==> src/rtl/hac_pkg.sv <==
// constants for the haptic actuator configuration register group
// Function
// - period value is high byte times 128 plus low
// - each period count lasts 1333.32 ns
// - period resets to 0x21 and 0x4f
// - nominal voltage code unsigned 8-bit, reset 0x5a
// - acceleration on: nominal code sets full scale
// - acceleration on: overdrive clamped to absolute code
// - acceleration off: absolute code sets full scale
// - 5-bit max current code, reset 0x17
// - factor is high byte times 256 plus low
// - factor translates impedance into voltage drive level; the code multiplies the waveform level by it, impedance is only read back
// - impedance readback read-only, high field resets zero
// - impedance low field is 2 bits next register
package hac_pkg;

  // register port widths
  localparam int ADDR_W = 8;
  localparam int DATA_W = 8;

  // register offsets
  localparam logic [7:0] OFS_PERIOD_HIGH = 8'h0a;
  localparam logic [7:0] OFS_PERIOD_LOW = 8'h0b;
  localparam logic [7:0] OFS_NOMINAL_V = 8'h0c;
  localparam logic [7:0] OFS_ABSOLUTE_V = 8'h0d;
  localparam logic [7:0] OFS_MAX_CURRENT = 8'h0e;
  localparam logic [7:0] OFS_FACTOR_HIGH = 8'h0f;
  localparam logic [7:0] OFS_FACTOR_LOW = 8'h10;
  localparam logic [7:0] OFS_IMP_HIGH = 8'h11;
  localparam logic [7:0] OFS_IMP_LOW = 8'h12;

  // field widths
  localparam int PERIOD_LOW_W = 7;
  localparam int PERIOD_W = 15;
  localparam int CURRENT_W = 5;
  localparam int FACTOR_W = 16;
  localparam int IMP_LOW_W = 2;
  localparam int IMP_W = 10;

  // reset values
  localparam logic [7:0] RST_PERIOD_HIGH = 8'h21;
  localparam logic [6:0] RST_PERIOD_LOW = 7'h4f;
  localparam logic [7:0] RST_NOMINAL_V = 8'h5a;
  localparam logic [7:0] RST_ABSOLUTE_V = 8'h78;
  localparam logic [4:0] RST_MAX_CURRENT = 5'h17;
  localparam logic [7:0] RST_FACTOR_HIGH = 8'h01;
  localparam logic [7:0] RST_FACTOR_LOW = 8'h0d;
  localparam logic [7:0] RST_IMP_HIGH = 8'h00;
  localparam logic [1:0] RST_IMP_LOW = 2'h0;
  localparam logic [7:0] UNMAPPED_READ = 8'h00;

  // timing: period unit and clock rate
  localparam real PERIOD_UNIT_NS = 1333.32;
  localparam int CLK_FREQ_MHZ = 50;
  localparam int CLK_PERIOD_PS = 1000000 / CLK_FREQ_MHZ;
  localparam int PERIOD_UNIT_PS = int'(PERIOD_UNIT_NS * 1000.0);
  localparam int ACC_W = 21;

  // shift applied after multiplying level by the conversion factor
  localparam int FACTOR_SHIFT = 8;

endpackage : hac_pkg

==> src/rtl/hac_actuator_config_regs.sv <==
// actuator configuration registers, impedance readback and resonant period timing
`timescale 1ns/1ps
module hac_actuator_config_regs
  import hac_pkg::*;
(
  input wire logic core_clk,
  input wire logic rstn,
  // register access port from the serial control interface
  input wire logic [ADDR_W-1:0] reg_addr,
  input wire logic [DATA_W-1:0] reg_wdata,
  input wire logic reg_wr,
  input wire logic reg_rd,
  output logic [DATA_W-1:0] reg_rdata,
  output logic reg_rvalid,
  // top-level configuration input
  input wire logic accel_en,
  // calculated impedance from the calibration logic
  input wire logic imp_update,
  input wire logic [IMP_W-1:0] imp_value,
  // waveform and overdrive requests from the drive logic
  input wire logic wave_valid,
  input wire logic [7:0] wave_sample,
  input wire logic overdrive_valid,
  input wire logic [7:0] overdrive_level,
  // configuration values to the drive logic
  output logic [PERIOD_W-1:0] resonant_period_value,
  output logic period_pulse,
  output logic drive_phase,
  output logic [CURRENT_W-1:0] max_current_code,
  output logic [FACTOR_W-1:0] voltage_current_factor,
  output logic [7:0] full_scale_code,
  output logic level_valid,
  output logic [7:0] level_code,
  output logic drive_valid,
  output logic [FACTOR_W-1:0] drive_level,
  output logic od_valid,
  output logic [7:0] od_level
);

  // register address classes
  // the read-only class lets writes be dropped while reads still decode
  typedef enum logic [1:0] {
    HAC_ACC_NONE = 2'b00,
    HAC_ACC_RW = 2'b01,
    HAC_ACC_RO = 2'b10
  } hac_access_t;

  // classify an address; used by the write qualify only, the read mux decodes on its own
  function automatic hac_access_t hac_classify(input logic [ADDR_W-1:0] a);
    hac_access_t c;
    c = HAC_ACC_NONE;
    case (a)
      OFS_PERIOD_HIGH, OFS_PERIOD_LOW, OFS_NOMINAL_V, OFS_ABSOLUTE_V,
      OFS_MAX_CURRENT, OFS_FACTOR_HIGH, OFS_FACTOR_LOW: begin
        c = HAC_ACC_RW;
      end
      OFS_IMP_HIGH, OFS_IMP_LOW: begin
        c = HAC_ACC_RO;
      end
      default: begin
        c = HAC_ACC_NONE;
      end
    endcase
    return c;
  endfunction : hac_classify

  // configuration registers and impedance readback
  logic [7:0] period_high_byte_q;
  logic [PERIOD_LOW_W-1:0] period_low_field_q;
  logic [7:0] nominal_code_q;
  logic [7:0] absolute_code_q;
  logic [CURRENT_W-1:0] max_current_code_q;
  logic [7:0] conversion_high_byte_q;
  logic [7:0] conversion_low_byte_q;
  logic [7:0] imp_high_q;
  logic [IMP_LOW_W-1:0] imp_low_q;
  // write qualify and read mux
  logic wr_ok;
  logic [DATA_W-1:0] rdata_d;

  // writes land only on read-write registers; read-only and unmapped are dropped
  // read-only fields belong to the calibration logic, a host write must not disturb them
  assign wr_ok = reg_wr && (hac_classify(reg_addr) == HAC_ACC_RW);

  // resonant period high byte
  always_ff @(posedge core_clk) begin
    if (!rstn) begin
      period_high_byte_q <= RST_PERIOD_HIGH;
    end else if (wr_ok && (reg_addr == OFS_PERIOD_HIGH)) begin
      period_high_byte_q <= reg_wdata;
    end
  end

  // resonant period low field, bit 7 not stored
  always_ff @(posedge core_clk) begin
    if (!rstn) begin
      period_low_field_q <= RST_PERIOD_LOW;
    end else if (wr_ok && (reg_addr == OFS_PERIOD_LOW)) begin
      period_low_field_q <= reg_wdata[PERIOD_LOW_W-1:0];
    end
  end

  // nominal voltage rating code
  always_ff @(posedge core_clk) begin
    if (!rstn) begin
      nominal_code_q <= RST_NOMINAL_V;
    end else if (wr_ok && (reg_addr == OFS_NOMINAL_V)) begin
      nominal_code_q <= reg_wdata;
    end
  end

  // absolute maximum voltage rating code
  always_ff @(posedge core_clk) begin
    if (!rstn) begin
      absolute_code_q <= RST_ABSOLUTE_V;
    end else if (wr_ok && (reg_addr == OFS_ABSOLUTE_V)) begin
      absolute_code_q <= reg_wdata;
    end
  end

  // maximum current code, upper three bits not stored
  always_ff @(posedge core_clk) begin
    if (!rstn) begin
      max_current_code_q <= RST_MAX_CURRENT;
    end else if (wr_ok && (reg_addr == OFS_MAX_CURRENT)) begin
      max_current_code_q <= reg_wdata[CURRENT_W-1:0];
    end
  end

  // conversion factor high byte
  always_ff @(posedge core_clk) begin
    if (!rstn) begin
      conversion_high_byte_q <= RST_FACTOR_HIGH;
    end else if (wr_ok && (reg_addr == OFS_FACTOR_HIGH)) begin
      conversion_high_byte_q <= reg_wdata;
    end
  end

  // conversion factor low byte
  always_ff @(posedge core_clk) begin
    if (!rstn) begin
      conversion_low_byte_q <= RST_FACTOR_LOW;
    end else if (wr_ok && (reg_addr == OFS_FACTOR_LOW)) begin
      conversion_low_byte_q <= reg_wdata;
    end
  end

  // impedance readback, loaded only by the calibration logic
  // both parts load at one edge, so a read never sees a torn value
  always_ff @(posedge core_clk) begin
    if (!rstn) begin
      imp_high_q <= RST_IMP_HIGH;
      imp_low_q <= RST_IMP_LOW;
    end else if (imp_update) begin
      imp_high_q <= imp_value[IMP_W-1:IMP_LOW_W];
      imp_low_q <= imp_value[IMP_LOW_W-1:0];
    end
  end

  // read data mux; narrow fields sit low, upper bits read zero
  always_comb begin
    rdata_d = UNMAPPED_READ;
    case (reg_addr)
      OFS_PERIOD_HIGH: begin
        rdata_d = period_high_byte_q;
      end
      OFS_PERIOD_LOW: begin
        rdata_d = {1'b0, period_low_field_q};
      end
      OFS_NOMINAL_V: begin
        rdata_d = nominal_code_q;
      end
      OFS_ABSOLUTE_V: begin
        rdata_d = absolute_code_q;
      end
      OFS_MAX_CURRENT: begin
        rdata_d = {3'h0, max_current_code_q};
      end
      OFS_FACTOR_HIGH: begin
        rdata_d = conversion_high_byte_q;
      end
      OFS_FACTOR_LOW: begin
        rdata_d = conversion_low_byte_q;
      end
      OFS_IMP_HIGH: begin
        rdata_d = imp_high_q;
      end
      OFS_IMP_LOW: begin
        rdata_d = {6'h00, imp_low_q};
      end
      default: begin
        rdata_d = UNMAPPED_READ;
      end
    endcase
  end

  // read answer one cycle after the strobe
  // a write in the same cycle lands at this edge, so the read shows the old value
  always_ff @(posedge core_clk) begin
    if (!rstn) begin
      reg_rdata <= 8'h00;
      reg_rvalid <= 1'b0;
    end else begin
      reg_rvalid <= reg_rd;
      if (reg_rd) begin
        reg_rdata <= rdata_d;
      end
    end
  end

  // combined values seen by the drive logic
  // pairs update one write at a time; the mixed value is visible in between
  assign resonant_period_value = {period_high_byte_q, period_low_field_q};
  assign voltage_current_factor = {conversion_high_byte_q, conversion_low_byte_q};
  assign max_current_code = max_current_code_q;

  // period unit tick: fractional accumulator of clock periods against the unit
  // the unit is not a whole number of clocks, so a plain divider would drift;
  // ticks come 66 or 67 clocks apart and average out to the exact unit
  localparam logic [ACC_W-1:0] ACC_STEP = ACC_W'(CLK_PERIOD_PS);
  localparam logic [ACC_W-1:0] ACC_UNIT = ACC_W'(PERIOD_UNIT_PS);
  logic [ACC_W-1:0] acc_q;
  logic [ACC_W-1:0] acc_sum;
  logic unit_tick;
  assign acc_sum = acc_q + ACC_STEP;
  assign unit_tick = (acc_sum >= ACC_UNIT);

  // accumulator keeps the remainder so the mean tick spacing is exact
  always_ff @(posedge core_clk) begin
    if (!rstn) begin
      acc_q <= '0;
    end else if (unit_tick) begin
      acc_q <= acc_sum - ACC_UNIT;
    end else begin
      acc_q <= acc_sum;
    end
  end

  // count units through one resonant period
  logic [PERIOD_W-1:0] unit_cnt_q;
  logic [PERIOD_W-1:0] unit_next;
  logic [PERIOD_W-1:0] half_point;
  logic period_zero;
  logic period_end;
  // count after the coming tick, shared by the end and half-period tests
  assign unit_next = unit_cnt_q + 15'h0001;
  // a zero period is a disabled timer, not a one-unit period
  assign period_zero = (resonant_period_value == '0);
  assign half_point = {1'b0, resonant_period_value[PERIOD_W-1:1]};
  // greater-or-equal so a shortened period restarts at once
  // instead of running on until the counter wraps
  assign period_end = unit_tick && !period_zero && (unit_next >= resonant_period_value);

  // unit counter wraps at the period end; a zero period holds it idle
  always_ff @(posedge core_clk) begin
    if (!rstn) begin
      unit_cnt_q <= '0;
    end else if (period_zero) begin
      unit_cnt_q <= '0;
    end else if (period_end) begin
      unit_cnt_q <= '0;
    end else if (unit_tick) begin
      unit_cnt_q <= unit_next;
    end
  end

  // period pulse and drive phase: phase high in the second half period
  // a zero period parks the phase low together with the counter
  always_ff @(posedge core_clk) begin
    if (!rstn) begin
      period_pulse <= 1'b0;
      drive_phase <= 1'b0;
    end else begin
      period_pulse <= period_end;
      if (period_end || period_zero) begin
        drive_phase <= 1'b0;
      end else if (unit_tick && (unit_next == half_point)) begin
        drive_phase <= 1'b1;
      end
    end
  end

  // waveform scaling, overdrive clamp and level-times-factor drive level
  // acceleration enable comes from the top-level configuration register outside
  hac_level_shaper #(
    .SHIFT(FACTOR_SHIFT)
  ) u_shaper (
    .core_clk(core_clk),
    .rstn(rstn),
    .accel_en(accel_en),
    .nominal_code(nominal_code_q),
    .absolute_code(absolute_code_q),
    .factor(voltage_current_factor),
    .wave_valid(wave_valid),
    .wave_sample(wave_sample),
    .overdrive_valid(overdrive_valid),
    .overdrive_level(overdrive_level),
    .full_scale_code(full_scale_code),
    .level_valid(level_valid),
    .level_code(level_code),
    .drive_valid(drive_valid),
    .drive_level(drive_level),
    .od_valid(od_valid),
    .od_level(od_level)
  );

endmodule : hac_actuator_config_regs

==> src/rtl/hac_level_shaper.sv <==
// waveform full-scale scaling, overdrive clamp and voltage drive level
`timescale 1ns/1ps
module hac_level_shaper
  import hac_pkg::*;
#(
  parameter int SHIFT = FACTOR_SHIFT
) (
  input wire logic core_clk,
  input wire logic rstn,
  input wire logic accel_en,
  input wire logic [7:0] nominal_code,
  input wire logic [7:0] absolute_code,
  input wire logic [FACTOR_W-1:0] factor,
  input wire logic wave_valid,
  input wire logic [7:0] wave_sample,
  input wire logic overdrive_valid,
  input wire logic [7:0] overdrive_level,
  output logic [7:0] full_scale_code,
  output logic level_valid,
  output logic [7:0] level_code,
  output logic drive_valid,
  output logic [FACTOR_W-1:0] drive_level,
  output logic od_valid,
  output logic [7:0] od_level
);

  logic [7:0] fs_d;
  logic [16:0] scaled;
  logic [23:0] product;

  // full-scale selection by acceleration mode
  always_comb begin
    fs_d = accel_en ? nominal_code : absolute_code;
  end

  // (sample+1)*fs/256 maps 0xff exactly onto full scale, 0 onto 0
  assign scaled = ({8'h00, wave_sample} + 17'h00001) * {9'h000, fs_d};
  // level times factor gives the drive level
  assign product = {16'h0000, level_code} * {8'h00, factor};

  // registered full-scale code
  always_ff @(posedge core_clk) begin
    if (!rstn) begin
      full_scale_code <= 8'h00;
    end else begin
      full_scale_code <= fs_d;
    end
  end

  // waveform level stage, then drive level one cycle later
  always_ff @(posedge core_clk) begin
    if (!rstn) begin
      level_valid <= 1'b0;
      level_code <= 8'h00;
      drive_valid <= 1'b0;
      drive_level <= '0;
    end else begin
      level_valid <= wave_valid;
      if (wave_valid) begin
        level_code <= scaled[15:8];
      end
      drive_valid <= level_valid;
      if (level_valid) begin
        drive_level <= product[SHIFT +: FACTOR_W];
      end
    end
  end

  // overdrive clamp applies only with acceleration enabled
  always_ff @(posedge core_clk) begin
    if (!rstn) begin
      od_valid <= 1'b0;
      od_level <= 8'h00;
    end else begin
      od_valid <= overdrive_valid;
      if (overdrive_valid) begin
        if (accel_en && (overdrive_level > absolute_code)) begin
          od_level <= absolute_code;
        end else begin
          od_level <= overdrive_level;
        end
      end
    end
  end

endmodule : hac_level_shaper

==> config.mk <==
export PLATFORM = sky130hd
export DESIGN_NAME = hac_actuator_config_regs
export DESIGN_NICKNAME = d
export VERILOG_FILES = /design/src/rtl/hac_pkg.sv /design/src/rtl/hac_actuator_config_regs.sv /design/src/rtl/hac_level_shaper.sv
export SDC_FILE = /design/constraint.sdc
export NUM_CORES = 1
export LEC_CHECK = 0
export ABC_AREA = 0
export BUFFER_PORTS_ARGS = -buffer_cell sky130_fd_sc_hd__buf_4
export CAP_MARGIN = 20
export CORE_ASPECT_RATIO = 1.4
export CORE_MARGIN = 4
export CORE_UTILIZATION = 40
export CTS_BUF_LIST = sky130_fd_sc_hd__clkbuf_4 sky130_fd_sc_hd__clkbuf_8
export CTS_CLUSTER_DIAMETER = 120
export DETAILED_ROUTE_END_ITERATION = 7
export PLACE_DENSITY = 0.67
export SETUP_SLACK_MARGIN = 0.5
export SYNTH_ARGS = -nofsm -noshare
export SYNTH_HDL_FRONTEND = slang
export SYNTH_SLANG_ARGS = --single-unit
==> constraint.sdc <==
create_clock -name core_clk -period 7.6 [get_ports core_clk]
set_clock_uncertainty 0.2 [all_clocks]
set_input_delay 1.52 -clock core_clk [delete_from_list [all_inputs] [get_ports core_clk]]
set_output_delay 1.52 -clock core_clk [all_outputs]
set_load 0.03 [all_outputs]
Word-level counts from Yosys, hierarchy flattened
Memory sizes are Yosys's and may differ from the RTL's.
Index checks and enable logic that the tools add are counted.
{"block": "totals", "memories": 1, "input_bits": 50, "register_bits": 152, "out_inout_bits": 90, "mem_bits_ro": 64, "wordCells": 67}
{"block": "classes", "n_eq_ne": 11, "n_mux": 5, "order_cmp": 3, "multipliers": 2, "n_reduce_logical": 18, "addsub": 4, "bitwise": 1}
{"memory": "(name not given)", "words": 32, "width": 2, "read_ports": 1, "rd_clocked_by_memory_dff": 0, "write_ports": 0, "line_no": "hac_actuator_config_regs.sv:52", "rtl": "case (a)"}
{"op": "8-bit one-hot mux with 9 select lines", "n": 1}
{"op": "8-bit by 4-bit == test with 1-bit output (second input constant)", "n": 6}
{"op": "8-bit by 5-bit == test with 1-bit output (second input constant)", "n": 3}
{"op": "8-bit by 16-bit multiplier with 24-bit output", "n": 1}
{"op": "21-bit by 15-bit adder with 21-bit output (second input constant)", "n": 1}
{"op": "21-bit greater-or-equal comparator (second input constant)", "n": 1}
{"op": "21-bit 2-to-1 mux", "n": 1}
{"op": "21-bit subtractor (second input constant)", "n": 1}
{"op": "17-bit by 8-bit multiplier with 16-bit output", "n": 1}
{"op": "8-bit 2-to-1 mux", "n": 2}
{"op": "15-bit by 1-bit adder with 15-bit output (second input constant)", "n": 1}
{"op": "15-bit by 14-bit == test with 1-bit output", "n": 1}
{"op": "15-bit greater-or-equal comparator", "n": 1}
{"op": "15-bit zero test", "n": 1}
{"op": "1-bit logical AND", "n": 12}
{"op": "8-bit by 1-bit adder with 9-bit output (second input constant)", "n": 1}
{"op": "8-bit greater-than comparator", "n": 1}
{"op": "3-bit zero test", "n": 1}
{"op": "3-bit OR reduction", "n": 1}
{"op": "2-bit by 1-bit == test with 1-bit output (second input constant)", "n": 1}
{"op": "2-bit 2-to-1 mux", "n": 1}
{"op": "2-bit OR reduction", "n": 1}
{"op": "1-bit zero test", "n": 1}
{"op": "1-bit logical OR", "n": 1}
{"op": "1-bit inverter", "n": 1}

Longest topological paths before layout
{"block": "depth", "word_depth": 6, "mapped_depth": 20, "ltp_nobuf": 19}

Hierarchy
Synthesis repeated with hierarchy kept, for this count alone.
{"block": "hier_totals", "cells_unflattened": 1608, "area_unflattened_um2": 13969.6}
{"mod": "hac_level_shaper", "seq_area_each_um2": 860.8, "n_inst": 1, "cells_per_inst": 875, "area_per_inst_um2": 7816.2}
{"mod": "hac_actuator_config_regs", "seq_area_each_um2": 2122.0, "n_inst": 1, "cells_per_inst": 733, "area_per_inst_um2": 6153.4}

Worst setup path before layout
No wires, ideal clock.
{"block": "synth_path", "path_kind": "input to register", "start": "input accel_en", "end": "register u_shaper.level_code[7]", "cell_stages": 17, "path_buffers": 1, "setup_time_ns": 0.064, "arrival_time_ns": 6.242, "required_time_ns": 7.336, "slack_ns": 1.094, "path_cell_list": "buf_2 -> mux2i_1 -> nand2b_1 -> fa_1 -> fa_1 -> inv_1 -> fa_1 -> inv_1 -> fa_1 -> inv_1 -> ha_1 -> a2111oi_0 -> a211oi_1 -> o221ai_1 -> o21ai_0 -> or3_1 -> nand4_1"}
{"block": "synth_via", "elab_chain_cells": 2}
{"item": "start: declaration", "line_no": "hac_actuator_config_regs.sv:16", "rtl": "input wire logic accel_en,"}
{"item": "8-bit 2-to-1 mux", "line_no": "hac_level_shaper.sv:33", "rtl": "fs_d = accel_en ? nominal_code : absolute_code;"}
{"item": "17-bit by 8-bit multiplier with 16-bit output", "line_no": "hac_level_shaper.sv:37", "rtl": "assign scaled = ({8'h00, wave_sample} + 17'h00001) * {9'h000, fs_d};"}
{"item": "end signal: assignment", "line_no": "hac_level_shaper.sv:60", "rtl": "level_code <= scaled[15:8];"}
{"item": "end: declaration", "line_no": "hac_level_shaper.sv:20", "rtl": "output logic [7:0] level_code,"}
Every way passes these cells.
A chain may end at the register's enable or synchronous reset.

Worst setup path in the final report
{"block": "layout_path", "start": "input wave_sample[0]", "end": "register u_shaper.level_code[7]"}
{"block": "layout_via", "elab_chain_cells": 2}
{"item": "start: declaration", "line_no": "hac_actuator_config_regs.sv:22", "rtl": "input wire logic [7:0] wave_sample,"}
{"item": "8-bit by 1-bit adder with 9-bit output", "line_no": "hac_level_shaper.sv:37"}
{"item": "17-bit by 8-bit multiplier with 16-bit output", "line_no": "hac_level_shaper.sv:37"}
Every way passes these cells.

==> results.yml <==
grt:
  antenna_found_initial: 1
  grtUsageTotal_pct: 21.5
  overflow: 0
  grt_pass1_wl_um: 67200
  grt_max_degree: 95
  grt_pass1_vias: 13092
synthesis:
  ys_types: 72
  synth_edf_count: 0
  synth.area.mux_share_pct: 2.37
  async_flop_share_pct: 0
  syn_area_per_cell_um2: 8.28
  synthAdderAreaFrac_pct: 27.3
  synthesis.nets: 1962
  synth_top_family_by_area: "adder cells"
  ys.flop_type: "dfxtp_1"
  synthXorXnorAreaFrac_pct: 3.50
  synth_area_mm2: 0.0139
  ys.warnings.count: 0
  yosys.area_share.simple_pct: 24.7
  ys_seq_area_share_pct: 21.4
  ys_ff_latch: 149
  synthCells: 1682
  synth_compound_area_share_pct: 13.1
setup_path:
  worstReg2RegEnd: "u_shaper.drive_level[11]"
  rrSetupSlack_ns: 1.69
  cp.required_ns: 7.81
  endpoint_kind: "flop"
  path_class: "input port to flop"
  crit_arrival_ns: 6.77
  startpoint_type: "input port"
  worst-path-max-fanout: 10
  rr_worst_depth: 16
  r2r-start: "u_shaper.level_code[7]"
timing:
  hold_viol_final: 0
  rsz0062_at_grt: "false"
  finalSetupViolations: 0
  slew-limit-headroom_pct: 24.4
  tns_ns: 0
  fmax_ghz: 0.153
  drv_slew: 0
  period_needed_ns: 6.55
  setup_slack_ns: 1.05
  period_share_pct: 86.2
  worstMarginPinSlew_ns: 1.13
routing:
  wl_per_cell_um: 18.0
  drtAntennaViolNets: 0
  drc_errors: 0
  vias_per_cell: 5.59
  routed_wl_um: 40400
  firstDrtPassIters: 5
  dr.first_iter.drc_count: 870
  num_vias: 12544
pwr:
  power_density_mw_per_mm2: 162
  ir_drop_mv: 0.109
  leakagePower_nw: 7.34
layout:
  areaGrowthSynthToFinish_pct: 13.5
  regMostFlops: "acc_q"
  largest_register_ffs: 18
  drive_gt1_share_pct: 12.3
  reg_top3: "acc_q x18, u_shaper.drive_level x16, unit_cnt_q x15"
  fin_nets: 2059
cts:
  cts_sinks: 149
  clk_path_buf_depth: 2
  ctsHoldBuffers: 0
  cts-root-buf: "clkbuf_8"
  cts_made_buffers: 17
  cts_tree: "done"
  cts.clk_slew.worst_paths_ns: 0.08
  cts_setup_buffers: 0
  clock_latency_ns: 0.48
  ctsResizeCount: 0
  htreeDepth: 4
min_path:
  hold_start: "u_shaper.drive_level[11]"
  min_path_cells: 2
  hold_path.class: "flop to flop"
  worstHoldEndpoint: "u_shaper.drive_level[11]"
floorplan:
  core_mm2: 0.0342
  ioPinCount: 140
  die_h_um: 229
  num_rows: 80
  start_util_pct: 40.7
  die_x_um: 166
  dieArea_mm2: 0.0379
job:
  cap_violations: 0
placed_design:
  pre_cts_slack_ns: 0.564
  port_buffers: 139
  hpwlAfterDp_um: 30500
  routabilityCongestion: 0.885
status:
  status: "finished clean"
==> critical path: stages <==
cell	delay, ns
buf_4	0.14
ha_1	0.19
nand3_1	0.11
xor2_1	0.15
buf_4	0.16
or2_2	0.29
fa_1	0.47
fa_1	0.49
inv_1	0.05
fa_1	0.53
inv_1	0.05
fa_1	0.53
inv_1	0.04
ha_1	0.19
a2111oi_0	0.52
a211oi_1	0.20
o221ai_1	0.42
o21ai_0	0.20
or3_1	0.40
nand4_1	0.09
==> synthesized netlist by cell type, types with 33 or more instances <==
cell type	n	area, µm²
fa_1	123	2460
mux2i_1	33	330
inv_1	191	717
ha_1	107	1340
nor2_1	131	492
a21oi_1	84	420
clkbuf_1	66	248
dfxtp_1	149	2980
nand2_1	137	514
and2_1	114	713
nand3_1	120	601
==> per-layer routing <==
metal	GRT usage (%)	vias to the layer above	part of all wire (%)
li1	-	5907	-
met1	25.4	6134	40
met2	38.1	408	51
met3	2.82	95	4.7
met4	10.8	0	4.5
met5	0	-	0
==> layout make-up <==
class | instances | area (µm²)
Fill cell | 3421 | 18400
Multi-Input combinational cell | 1259 | 9900
Sequential cell | 149 | 2980
Timing Repair Buffer | 161 | 1210
Inverter | 191 | 717
Tap cell | 451 | 564
Clock buffer | 19 | 255
Clock inverter | 13 | 169
Antenna cell | 1 | 2.50
==> metrics by stage <==
stage          cells  util (%)  hold slack, ns  cell area, µm²  power [W]
2_1_floorplan   1682         -           0.248           13900    0.00163
3_3_place_gp    2209      44.9           0.253           15400    0.00187
3_5_place_dp    2209      44.9           0.254           15400    0.00190
4_1_cts         2241      46.1           0.272           15800    0.00259
5_1_grt         2244      46.2           0.298           15800    0.00277
6_report        2244      46.2           0.267           15800    0.00255
==> power breakdown <==
group | switching, W | total [W] | internal (W)
Sequential | 0.0000959 | 0.000912 | 0.000816
Clock | 0.000336 | 0.000676 | 0.000341
Combinational | 0.000556 | 0.000966 | 0.000409
==> cell usage in the layout (no fill, tap or decap), types with 10 or more instances in the layout <==
| cell | count |
|---|---|
| inv_1 | 190 |
| buf_4 | 160 |
| dfxtp_1 | 149 |
| nand2_1 | 137 |
| nor2_1 | 131 |
| fa_1 | 123 |
| nand3_1 | 120 |
| and2_1 | 114 |
| ha_1 | 107 |
| a21oi_1 | 84 |
| mux2i_1 | 33 |
| o21ai_0 | 32 |
| xnor2_1 | 32 |
| nor3_1 | 25 |
| nand4_1 | 23 |
| nor2b_1 | 23 |
| or3_1 | 22 |
| xor2_1 | 21 |
| clkbuf_8 | 18 |
| a21o_1 | 17 |
| a22oi_1 | 16 |
| a211oi_1 | 16 |
| or2_2 | 14 |
| o22ai_1 | 13 |
| o21a_1 | 13 |
| and3_1 | 11 |
| nor4_1 | 11 |
| a222oi_1 | 10 |
==> cells by family (layout without fill, tap and decap cells) <==
family          after synthesis  count (layout)
compound gates              267             267
buf+inv                     274             384
flops                       149             149
mux                          33              33
xor+xnor                     54              54
other cells                   0               1
fa+ha+maj                   230             230
simple gates                675             675
==> worst max-delay path by stage <==
| stage | startpoint | end |
|---|---|---|
| global route | wave_sample[0] | u_shaper.level_code[7] |
| floorplan | accel_en | u_shaper.level_code[7] |
| global placement | wave_sample[0] | u_shaper.level_code[7] |
| CTS | wave_sample[0] | u_shaper.level_code[7] |
| finish | wave_sample[0] | u_shaper.level_code[7] |
| detailed placement | wave_sample[0] | u_shaper.level_code[7] |
No activity file was read; power rests on OpenSTA's default activity.
